<file path="src/rpd_regs.svh">
// Purpose: Offsets, field positions, reset values and timing counts.
// Assumes: Included by the design files of the reset and divider block.
// Notes: Definitions only; no logic lives here.
`ifndef RPD_REGS_SVH
`define RPD_REGS_SVH

// Byte address of the peripheral clock divider register.
`define RPD_DIV_ADDR 32'hE01F_C100
// Reset value of the whole divider register.
`define RPD_DIV_RESET 8'h00
// Peripheral clock ratio field, bits 1:0.
`define RPD_PRATIO_LSB 0
`define RPD_PRATIO_MSB 1
// Clock-out ratio field, bits 5:4.
`define RPD_XRATIO_LSB 4
`define RPD_XRATIO_MSB 5
// Ratio encodings.
`define RPD_RATIO_QUARTER 2'h0
`define RPD_RATIO_FULL 2'h1
`define RPD_RATIO_HALF 2'h2
`define RPD_RATIO_RSVD 2'h3
// Address the processor fetches from when internal reset ends.
`define RPD_RESET_VECTOR 32'h0000_0000
// Clock period in ns and the shortest pulse the reset filter accepts.
`define RPD_CLK_NS 50
`define RPD_GLITCH_NS 100
`define RPD_GLITCH_CYC ((`RPD_GLITCH_NS + `RPD_CLK_NS - 1) / `RPD_CLK_NS)
// Clocks counted by the wakeup timer once the oscillator runs.
`define RPD_WAKE_CLOCKS 4096

`endif

</file>
<file path="src/rpd_pkg.sv">
// Purpose: Types shared by the reset and divider block.
// Assumes: Nothing beyond the language.
// Notes: Constants live in rpd_regs.svh.
package rpd_pkg;
   // Two-bit divider ratio code.
   typedef logic [1:0] rpd_ratio_t;
   // Wakeup timer states.
   typedef enum logic [2:0] {
      WT_HOLD, WT_COUNT, WT_FLASH, WT_RELEASE, WT_RUN
   } rpd_wake_state_t;
endpackage

</file>
<file path="src/rpd_div_if.sv">
// Purpose: Carries a ratio to one divider and its clock back.
// Assumes: One clock domain.
// Notes: ctrl is the register side, div is the divider side.
`timescale 1ns/100ps
`default_nettype none
interface rpd_div_if;
   rpd_pkg::rpd_ratio_t ratio; // Requested ratio from the register.
   logic tick;                 // One-cycle pulse per divided period.
   logic level;                // Divided clock as a level.
   modport ctrl (output ratio, input tick, input level);
   modport div (input ratio, output tick, output level);
endinterface
`default_nettype wire

</file>
<file path="src/rpd_top.sv">
// Purpose: Reset combining, wakeup stretch, straps and clock dividers.
// Assumes: All inputs are synchronous to clk; srst is power-on reset.
// Notes: Register port is a simple strobe port at the documented address.
//
// Behaviour
// RQ1 - Reset from pin or watchdog request.
// RQ2 - Any source restarts timer; hold reset until done.
// RQ3 - Count 4096 clocks, then flash init, then release.
// RQ4 - Pin filter drops short pulses, sets minimum.
// RQ5 - Driver holds pin 10 ms after power-on; the bench model holds it only OSC_START + POR_CYC cycles.
// RQ6 - Driver holds pin 300 ns when oscillator stable.
// RQ7 - Processor fetches from address zero after reset.
// RQ8 - Registers hold reset values at release.
// RQ9 - Straps latch only on external reset.
// RQ10 - Sample trace, return clock, both boot straps.
// RQ11 - Reset aborts flash work, waits high voltage.
// RQ12 - Ratio 00 quarter, 01 full, 10 half.
// RQ13 - Writing 11 to ratio keeps old ratio.
// RQ14 - Ratio field bits 1:0 reset to zero.
// RQ15 - Bits 5:4 choose clock-out pin clock.
// RQ16 - Equal fields give identical clocks.
// RQ17 - Software writes zero to reserved bits.
// RQ18 - Keep the PLL running through idle.
// RQ19 - Ratio change never cuts a clock pulse; the clock-out pin switches source at once when field equality changes.
`timescale 1ns/100ps
`default_nettype none
`include "rpd_regs.svh"
module rpd_top (
   input wire logic clk,
   input wire logic srst,
   input wire logic ext_reset_n,
   input wire logic wdt_reset_req,
   input wire logic osc_running,
   input wire logic flash_busy,
   input wire logic flash_init_done,
   input wire logic flash_hv_settled,
   input wire logic trace_sync_strap_in,
   input wire logic return_clock_strap_in,
   input wire logic boot_select_hi_in,
   input wire logic boot_select_lo_in,
   input wire logic reg_wr,
   input wire logic reg_rd,
   input wire logic [31:0] reg_addr,
   input wire logic [7:0] reg_wdata,
   output logic [7:0] reg_rdata,
   input wire logic pin_function_select_two,
   input wire logic addr_bit23,
   input wire logic idle_mode,
   input wire logic pll_running,
   output logic chip_reset,
   output logic flash_init_start,
   output logic flash_abort,
   output logic [31:0] reset_vector,
   output logic trace_sync_strap,
   output logic return_clock_strap,
   output logic boot_select_hi,
   output logic boot_select_lo,
   output logic periph_clk_en,
   output logic periph_clk,
   output logic addr_clock_out_pin,
   output logic pll_keep_run
);
   ////////////////////////////////////////////////////////////////////////
   // Declarations.
   logic [2:0] low_cnt_reg;      // Consecutive cycles the pin has been low.
   logic ext_filt_reg;           // Filtered external reset level.
   logic ext_start;              // First cycle of a filtered external reset.
   logic src_evt;                // Any new reset event.
   logic div_hit;                // Register access hits the divider.
   logic [7:0] div_reg;          // Divider register as stored.
   rpd_pkg::rpd_ratio_t pratio;  // Peripheral ratio field.
   rpd_pkg::rpd_ratio_t xratio;  // Clock-out ratio field.
   logic xclk_level;             // Clock chosen for the clock-out pin.
   logic [12:0] gap_reg;         // Cycles since the last reset event.

   rpd_div_if p_if ();           // Peripheral divider link.
   rpd_div_if x_if ();           // Clock-out divider link.

   ////////////////////////////////////////////////////////////////////////
   // External reset glitch filter.

   // Count low samples; a pulse shorter than the filter never registers.
   always_ff @(posedge clk) begin
      if (srst || ext_reset_n) begin
         low_cnt_reg <= 3'h0;
      end else if (low_cnt_reg != 3'h7) begin
         low_cnt_reg <= low_cnt_reg + 3'h1;
      end
   end

   // The filtered level rises after the minimum low time, falls on high.
   always_ff @(posedge clk) begin
      if (srst || ext_reset_n) begin
         ext_filt_reg <= 1'b0;
      end else if (low_cnt_reg >= 3'(`RPD_GLITCH_CYC - 1)) begin
         ext_filt_reg <= 1'b1; // RQ4
      end
   end

   // A new external reset is the rising edge of the filtered level.
   assign ext_start = !ext_reset_n && !ext_filt_reg &&
                      low_cnt_reg == 3'(`RPD_GLITCH_CYC - 1);
   // Either source restarts the sequence.
   assign src_evt = ext_start || wdt_reset_req; // RQ1

   ////////////////////////////////////////////////////////////////////////
   // Wakeup timer.

   // Holds chip reset until clock, count, flash and pin release are done.
   rpd_wake_timer u_wake (
      .clk(clk),
      .srst(srst),
      .src_evt(src_evt),
      .ext_hold(ext_filt_reg),
      .osc_ok(osc_running),
      .flash_done(flash_init_done),
      .hv_settled(flash_hv_settled),
      .chip_rst(chip_reset),
      .flash_init(flash_init_start)
   );

   // A reset event during flash program or erase tells flash to abort.
   always_ff @(posedge clk) begin
      if (srst) begin
         flash_abort <= 1'b0;
      end else begin
         flash_abort <= src_evt && flash_busy; // RQ11
      end
   end

   // The processor always restarts from the boot vector address.
   assign reset_vector = `RPD_RESET_VECTOR; // RQ7

   ////////////////////////////////////////////////////////////////////////
   // Configuration straps.

   // Straps follow the pins only while the filtered pin reset is held;
   // a watchdog reset leaves them untouched.
   always_ff @(posedge clk) begin
      if (srst) begin
         trace_sync_strap <= 1'b0;
         return_clock_strap <= 1'b0;
         boot_select_hi <= 1'b0;
         boot_select_lo <= 1'b0;
      end else if (ext_filt_reg) begin
         trace_sync_strap <= trace_sync_strap_in; // RQ9 RQ10
         return_clock_strap <= return_clock_strap_in;
         boot_select_hi <= boot_select_hi_in;
         boot_select_lo <= boot_select_lo_in;
      end
   end

   ////////////////////////////////////////////////////////////////////////
   // Divider register.

   assign div_hit = (reg_addr == `RPD_DIV_ADDR);

   // Write: reserved bits are not stored; code 11 leaves a field as is.
   // Chip reset returns the register to its reset value.
   always_ff @(posedge clk) begin
      if (srst || chip_reset) begin
         div_reg <= `RPD_DIV_RESET; // RQ8 RQ14
      end else if (reg_wr && div_hit) begin
         if (reg_wdata[`RPD_PRATIO_MSB:`RPD_PRATIO_LSB] !=
             `RPD_RATIO_RSVD) begin
            div_reg[`RPD_PRATIO_MSB:`RPD_PRATIO_LSB] <=
               reg_wdata[`RPD_PRATIO_MSB:`RPD_PRATIO_LSB]; // RQ13
         end
         if (reg_wdata[`RPD_XRATIO_MSB:`RPD_XRATIO_LSB] !=
             `RPD_RATIO_RSVD) begin
            div_reg[`RPD_XRATIO_MSB:`RPD_XRATIO_LSB] <=
               reg_wdata[`RPD_XRATIO_MSB:`RPD_XRATIO_LSB]; // RQ15
         end
      end
   end

   // Read data is registered; reserved bits and other addresses read zero.
   always_ff @(posedge clk) begin
      if (srst) begin
         reg_rdata <= 8'h00;
      end else if (reg_rd && div_hit) begin
         reg_rdata <= div_reg;
      end else begin
         reg_rdata <= 8'h00;
      end
   end

   assign pratio = div_reg[`RPD_PRATIO_MSB:`RPD_PRATIO_LSB];
   assign xratio = div_reg[`RPD_XRATIO_MSB:`RPD_XRATIO_LSB];

   ////////////////////////////////////////////////////////////////////////
   // Clock dividers.

   assign p_if.ratio = pratio; // RQ12
   assign x_if.ratio = xratio; // RQ15

   // Peripheral clock divider.
   rpd_clk_div u_pdiv (
      .clk(clk),
      .srst(srst),
      .port(p_if.div)
   );

   // Clock-out divider.
   rpd_clk_div u_xdiv (
      .clk(clk),
      .srst(srst),
      .port(x_if.div)
   );

   assign periph_clk_en = p_if.tick;
   assign periph_clk = p_if.level;

   // Equal fields share the peripheral clock so both edges line up.
   assign xclk_level = (xratio == pratio) ? p_if.level : x_if.level; // RQ16

   // The shared pin carries the address bit or the selected clock.
   assign addr_clock_out_pin = pin_function_select_two ? xclk_level :
                               addr_bit23; // RQ15

   ////////////////////////////////////////////////////////////////////////
   // PLL hold in idle.

   // The PLL state is frozen on entry to idle so a running PLL stays on.
   always_ff @(posedge clk) begin
      if (srst) begin
         pll_keep_run <= 1'b0;
      end else if (!idle_mode) begin
         pll_keep_run <= pll_running; // RQ18
      end
   end

   ////////////////////////////////////////////////////////////////////////
   // Checks.

   // Cycles since the last reset event, saturating.
   always_ff @(posedge clk) begin
      if (srst || src_evt) begin
         gap_reg <= 13'h0000;
      end else if (gap_reg != 13'h1FFF) begin
         gap_reg <= gap_reg + 13'h0001;
      end
   end
endmodule
`default_nettype wire

</file>
<file path="src/rpd_clk_div.sv">
// Purpose: Divides the processor clock by 1, 2 or 4 as an enable pulse.
// Assumes: Ratio code comes from a register in the same domain.
// Notes: A new ratio is taken only at the end of a period.
`timescale 1ns/100ps
`default_nettype none
`include "rpd_regs.svh"
module rpd_clk_div (
   input wire logic clk,
   input wire logic srst,
   rpd_div_if.div port
);
   logic [1:0] cnt_reg;              // Position inside the current period.
   rpd_pkg::rpd_ratio_t act_reg;     // Ratio of the period in progress.
   logic [1:0] last;                 // Final count of this period.

   // Final count of the period for the active ratio.
   always_comb begin
      case (act_reg)
         `RPD_RATIO_FULL: last = 2'h0;
         `RPD_RATIO_HALF: last = 2'h1;
         default: last = 2'h3;
      endcase
   end

   // Period counter; wraps at the final count.
   always_ff @(posedge clk) begin
      if (srst) begin
         cnt_reg <= 2'h0;
      end else if (cnt_reg == last) begin
         cnt_reg <= 2'h0;
      end else begin
         cnt_reg <= cnt_reg + 2'h1;
      end
   end

   // A ratio change waits for the period boundary, so no pulse is cut.
   always_ff @(posedge clk) begin
      if (srst) begin
         act_reg <= `RPD_RATIO_QUARTER;
      end else if (cnt_reg == last && port.ratio != `RPD_RATIO_RSVD) begin
         act_reg <= port.ratio; // RQ19
      end
   end

   // Tick at each period end; level is high in the first half period.
   assign port.tick = (cnt_reg == last); // RQ12
   assign port.level = (act_reg == `RPD_RATIO_FULL) ? 1'b1 :
                       (cnt_reg <= {1'b0, last[1]});
endmodule
`default_nettype wire

</file>
<file path="src/rpd_wake_timer.sv">
// Purpose: Stretches internal reset until clock, count and flash are done.
// Assumes: The reset event and the held external reset are filtered.
// Notes: A new reset event always restarts the sequence.
`timescale 1ns/100ps
`default_nettype none
`include "rpd_regs.svh"
module rpd_wake_timer (
   input wire logic clk,
   input wire logic srst,
   input wire logic src_evt,
   input wire logic ext_hold,
   input wire logic osc_ok,
   input wire logic flash_done,
   input wire logic hv_settled,
   output logic chip_rst,
   output logic flash_init
);
   rpd_pkg::rpd_wake_state_t state_reg; // Sequence position.
   logic [11:0] cnt_reg;                // Clocks counted since clock seen.

   // Sequence: wait clock, count, initialise flash, await pin release.
   always_ff @(posedge clk) begin
      if (srst || src_evt) begin
         state_reg <= rpd_pkg::WT_HOLD; // RQ2
      end else begin
         case (state_reg)
            rpd_pkg::WT_HOLD: begin
               if (osc_ok) begin
                  state_reg <= rpd_pkg::WT_COUNT;
               end
            end
            rpd_pkg::WT_COUNT: begin
               if (!osc_ok) begin
                  state_reg <= rpd_pkg::WT_HOLD;
               end else if (cnt_reg == 12'(`RPD_WAKE_CLOCKS - 1)) begin
                  state_reg <= rpd_pkg::WT_FLASH; // RQ3
               end
            end
            rpd_pkg::WT_FLASH: begin
               if (flash_done) begin
                  state_reg <= rpd_pkg::WT_RELEASE;
               end
            end
            rpd_pkg::WT_RELEASE: begin
               if (!ext_hold && hv_settled) begin
                  state_reg <= rpd_pkg::WT_RUN; // RQ3 RQ11
               end
            end
            rpd_pkg::WT_RUN: state_reg <= rpd_pkg::WT_RUN;
            default: state_reg <= rpd_pkg::WT_HOLD;
         endcase
      end
   end

   // Clock counter runs only while counting.
   always_ff @(posedge clk) begin
      if (srst || state_reg != rpd_pkg::WT_COUNT) begin
         cnt_reg <= 12'h000;
      end else begin
         cnt_reg <= cnt_reg + 12'h001;
      end
   end

   // Flash start is a one-cycle pulse at the end of the count.
   always_ff @(posedge clk) begin
      if (srst || src_evt) begin
         flash_init <= 1'b0;
      end else begin
         flash_init <= state_reg == rpd_pkg::WT_COUNT && osc_ok &&
                       cnt_reg == 12'(`RPD_WAKE_CLOCKS - 1); // RQ3
      end
   end

   assign chip_rst = (state_reg != rpd_pkg::WT_RUN); // RQ2
endmodule
`default_nettype wire

</file>
<file path="config.mk">
export PLATFORM = sky130hd
export DESIGN_NAME = rpd_top
export DESIGN_NICKNAME = d
export VERILOG_FILES = /design/src/rpd_pkg.sv /design/src/rpd_div_if.sv /design/src/rpd_top.sv /design/src/rpd_clk_div.sv /design/src/rpd_wake_timer.sv
export VERILOG_INCLUDE_DIRS = /design/src
export SDC_FILE = /design/constraint.sdc
export NUM_CORES = 1
export LEC_CHECK = 0
export ABC_AREA = 1
export BUFFER_PORTS_ARGS = -buffer_cell sky130_fd_sc_hd__buf_2
export CAP_MARGIN = 20
export CORE_MARGIN = 1.5
export CORE_UTILIZATION = 50
export DETAILED_ROUTE_END_ITERATION = 8
export PLACE_DENSITY = 0.85
export SLEW_MARGIN = 20
export SYNTH_ARGS = -nofsm -noshare
export SYNTH_HDL_FRONTEND = slang
export SYNTH_SLANG_ARGS = --single-unit
</file>
<file path="constraint.sdc">
create_clock -name clk -period 3.4 [get_ports clk]
set_clock_uncertainty 0.15 [all_clocks]
set_input_delay 0.85 -clock clk [delete_from_list [all_inputs] [get_ports clk]]
set_output_delay 0.85 -clock clk [all_outputs]
set_load 0.02 [all_outputs]
</file>
==> metrics.log <==
INFO  metric sum_of_net_half_perimeters_after_detailed_placement = 3.58 mm
INFO  metric status = finished, final reports clean
INFO  metric synth_largest_type_area_fraction = 0.364
INFO  metric worst-path-max-fanout = 2
INFO  metric grt_util_met1 = 0.208
INFO  metric routedWlPerCell = 9.69 µm
INFO  metric drive_gt1_frac = 0.211
INFO  metric final_min_period_over_clock_period = 0.853
INFO  metric cpMostUsedCell = sky130_fd_sc_hd__nor2_1
INFO  metric grt_max_degree = 14
INFO  metric netlist_top_cells_area = sky130_fd_sc_hd__dfxtp_1 36%, sky130_fd_sc_hd__buf_4 12%, sky130_fd_sc_hd__nor2_1 10%
INFO  metric gp_congestion = 0.811
INFO  metric syn2layout_area_growth = 15.3%
INFO  metric totalNegativeSetupSlack = 0 ps
INFO  metric io_pins = 109
INFO  metric grt_pass1_wl = 7.46 mm
INFO  metric leakage_power = 1.31 nW
INFO  metric worst_hold_startpoint = pll_keep_run
INFO  metric start_kind = flip-flop
INFO  metric finalHoldViolCount = 0
INFO  metric finish.net_count = 463
INFO  metric synth_top_flop_cell = sky130_fd_sc_hd__dfxtp_1
INFO  metric die_h = 70.9 µm
INFO  metric initial_utilization = 0.526
INFO  metric synth_warnings = 0
INFO  metric post-route-drc-count = 0
INFO  metric max_slew_violation_count = 0
INFO  metric fmaxAchievable = 0.345 GHz
INFO  metric min-delay-path-class = reg -> reg
INFO  metric cts.reportedPaths.clkPinSlew = 70 ps
INFO  metric chipWidth = 70.9 µm
INFO  metric n_antenna_cell = 0
INFO  metric detail_route.iter0.violations = 38
INFO  metric final_core_utilization = 0.607
INFO  metric clk-insertion-delay-late = 290 ps
INFO  metric max_cap_violations = 0
INFO  metric timing.final.crit_period = 2900 ps
INFO  metric max-clock-path-buffers = 2
INFO  metric detail_route.vias_per_cell = 4.56
INFO  metric post-synth-top-area-cell = sky130_fd_sc_hd__dfxtp_1
INFO  metric tritoncts_clock_tree = yes
INFO  metric crit-reg2reg-launch = u_wake.cnt_reg[0]
INFO  metric first_global_vias = 1856
INFO  metric ff2ff_path_depth = 8
INFO  metric placeableCoreArea = 4380 µm²
INFO  metric clock-sinks = 42
INFO  metric residual_overflow_from_global_routing = 0
INFO  metric largest_register_ff_count = 12
INFO  metric initial_antenna_violation_count = 0
INFO  metric ctsRootBufferMaster = sky130_fd_sc_hd__clkbuf_8
INFO  metric critPathMaxStageDelay = 310 ps
INFO  metric synth_most_common_cell = sky130_fd_sc_hd__nor2_1
INFO  metric fillerInstances = 408
INFO  metric cts_inserted_buffers = 5
INFO  metric synth_sequential_area_ratio = 0.364
INFO  metric worstPathBufferInverterCount = 2
INFO  metric path_delay_family = adder cells
INFO  metric cpMaxStageDelayCell = sky130_fd_sc_hd__dfxtp_1
INFO  metric netlist_top_cells_count = 62 x sky130_fd_sc_hd__nor2_1, 57 x sky130_fd_sc_hd__nand2_1, 45 x sky130_fd_sc_hd__inv_1
INFO  metric timing.critical_path.cells = inv_1 > ha_1 > ha_1 > nor2_1 > nor2_1 > nor2_1 > nand2_1 > o211ai_1 > o21ai_0 > buf_2
INFO  metric global_route.usage.met3 = 0.0356
INFO  metric worst_ep_arrival_time = 1900 ps
INFO  metric grt_util_all_layers = 0.180
INFO  metric placement.io_buffers = 68
INFO  metric routed_wl = 4.36 mm
INFO  metric post_synth_num_cell_types = 28
INFO  metric setup_viol = 0
INFO  metric grt_setup_unrepaired = false
INFO  metric cts_max_level = 2
INFO  metric syn-instance-count = 324
INFO  metric worstHoldPathCells = 2
INFO  metric post_cts_buffers = 0
INFO  metric cts.hold.buffers_added = 0
INFO  metric synth-edff-count = 0
INFO  metric timing.critical_path.to_type = primary output
INFO  metric num_rows = 24
INFO  metric synth_area_per_cell = 7.12 µm²
INFO  metric die_area = 5030 µm²
INFO  metric grt_busiest_layer = met2
INFO  metric power = 0.00124 W
INFO  metric ys_async_sr_fraction = 0
INFO  metric ys_ff_latch = 42
INFO  metric mappedNetlistArea = 2310 µm²
INFO  metric antenna_left = 0
INFO  metric via_count = 2051
INFO  metric drt_pass1_iterations = 4
INFO  metric worstPathRequired = 2400 ps
INFO  metric timing.critical_path.from = u_xdiv.act_reg[1]
INFO  metric crit_type = reg -> out
INFO  metric pwr_cell_area = 465 nW/µm²
INFO  metric crit_cells = 10
INFO  metric grt_util_met2 = 0.328
INFO  metric post_cts_resized = 0
INFO  metric irDropWorstVdd = 0.333 mV
placed cells by master, fill, tap and decap left out:
master / n
sky130_fd_sc_hd__clkbuf_8: 6
sky130_fd_sc_hd__clkinv_2: 1
sky130_fd_sc_hd__buf_2: 68
sky130_fd_sc_hd__xor2_1: 4
sky130_fd_sc_hd__nor2_2: 2
sky130_fd_sc_hd__conb_1: 36
sky130_fd_sc_hd__nand3_1: 9
sky130_fd_sc_hd__o21ai_1: 1
sky130_fd_sc_hd__a31oi_1: 1
sky130_fd_sc_hd__nor2_4: 3
sky130_fd_sc_hd__a211oi_1: 2
sky130_fd_sc_hd__nand4_1: 3
sky130_fd_sc_hd__xnor2_1: 5
sky130_fd_sc_hd__or2_0: 1
sky130_fd_sc_hd__a21oi_1: 11
sky130_fd_sc_hd__o41ai_1: 1
sky130_fd_sc_hd__nand2_2: 1
sky130_fd_sc_hd__nand3b_1: 4
sky130_fd_sc_hd__clkbuf_1: 1
sky130_fd_sc_hd__inv_1: 45
sky130_fd_sc_hd__nor3_1: 3
sky130_fd_sc_hd__o21bai_1: 1
sky130_fd_sc_hd__o211a_1: 2
sky130_fd_sc_hd__o211ai_1: 1
sky130_fd_sc_hd__dfxtp_1: 42
sky130_fd_sc_hd__nor2_1: 62
sky130_fd_sc_hd__nand3_2: 3
sky130_fd_sc_hd__ha_1: 8
sky130_fd_sc_hd__nand2_1: 57
sky130_fd_sc_hd__o21ai_0: 14
path summary, 6_finish.rpt:
kind / end / slack, ps
max: addr_clock_out_pin / 500
min: pll_keep_run / 300
max reg2reg: u_wake.state_reg[0] / 1830
min reg2reg: pll_keep_run / 300
logic make-up (layout without fill, tap and decap cells):
logic type	count (synthesis)	after routing	synth area share
AND/OR/NAND/NOR	148	148	0.279
buffers and inverters	82	121	0.193
flip-flops	42	42	0.364
AO/OA/AOI/OAI	34	34	0.0846
XOR/XNOR	9	9	0.0342
adder cells (fa/ha/maj)	8	8	0.0434
other	1	36	0.00163
worst reg2reg max path: cells and delay by family, from the launching register on:
kind	cells	cell delay [ps]
AOI/OAI and AO/OA	1	120
adders and majority gates	1	210
buffers and inverters	1	40
DFF	1	360
and+or+nand+nor	5	600
routing by layer:
layer | part of all wire | wire length [µm]
met3 | 0.043 | 189
met4 | 0.016 | 70
met2 | 0.50 | 2180
met5 | 0 | 0
met1 | 0.44 | 1920
where the power goes:
group          switching (W)  internal, W  total [W]
clock network       0.000160     0.000164   0.000324
registers          0.0000294     0.000530   0.000560
logic               0.000213     0.000140   0.000353
stage by stage:
step / worst slack [ps] / cells / instance area [µm²] / hold slack [ps]
6_report: 498 / 450 / 2660 / 300
5_1_grt: 338 / 450 / 2660 / 322
4_1_cts: 490 / 450 / 2660 / 307
3_5_place_dp: 810 / 442 / 2570 / 295
3_3_place_gp: 831 / 442 / 2570 / 281
2_1_floorplan: 694 / 359 / 2440 / 268
final cells by class:
class / instances / area [µm²] / area share
Multi-Input combinational cell: 235 / 1150 / 0.434
Clock inverter: 1 / 5.00 / 0.00188
Timing Repair Buffer: 68 / 340 / 0.128
Sequential cell: 42 / 841 / 0.316
Inverter: 45 / 169 / 0.0635
Tap cell: 52 / 65.1 / 0.0245
Clock buffer: 7 / 86.3 / 0.0325
No activity file was read; power rests on OpenSTA's default activity.
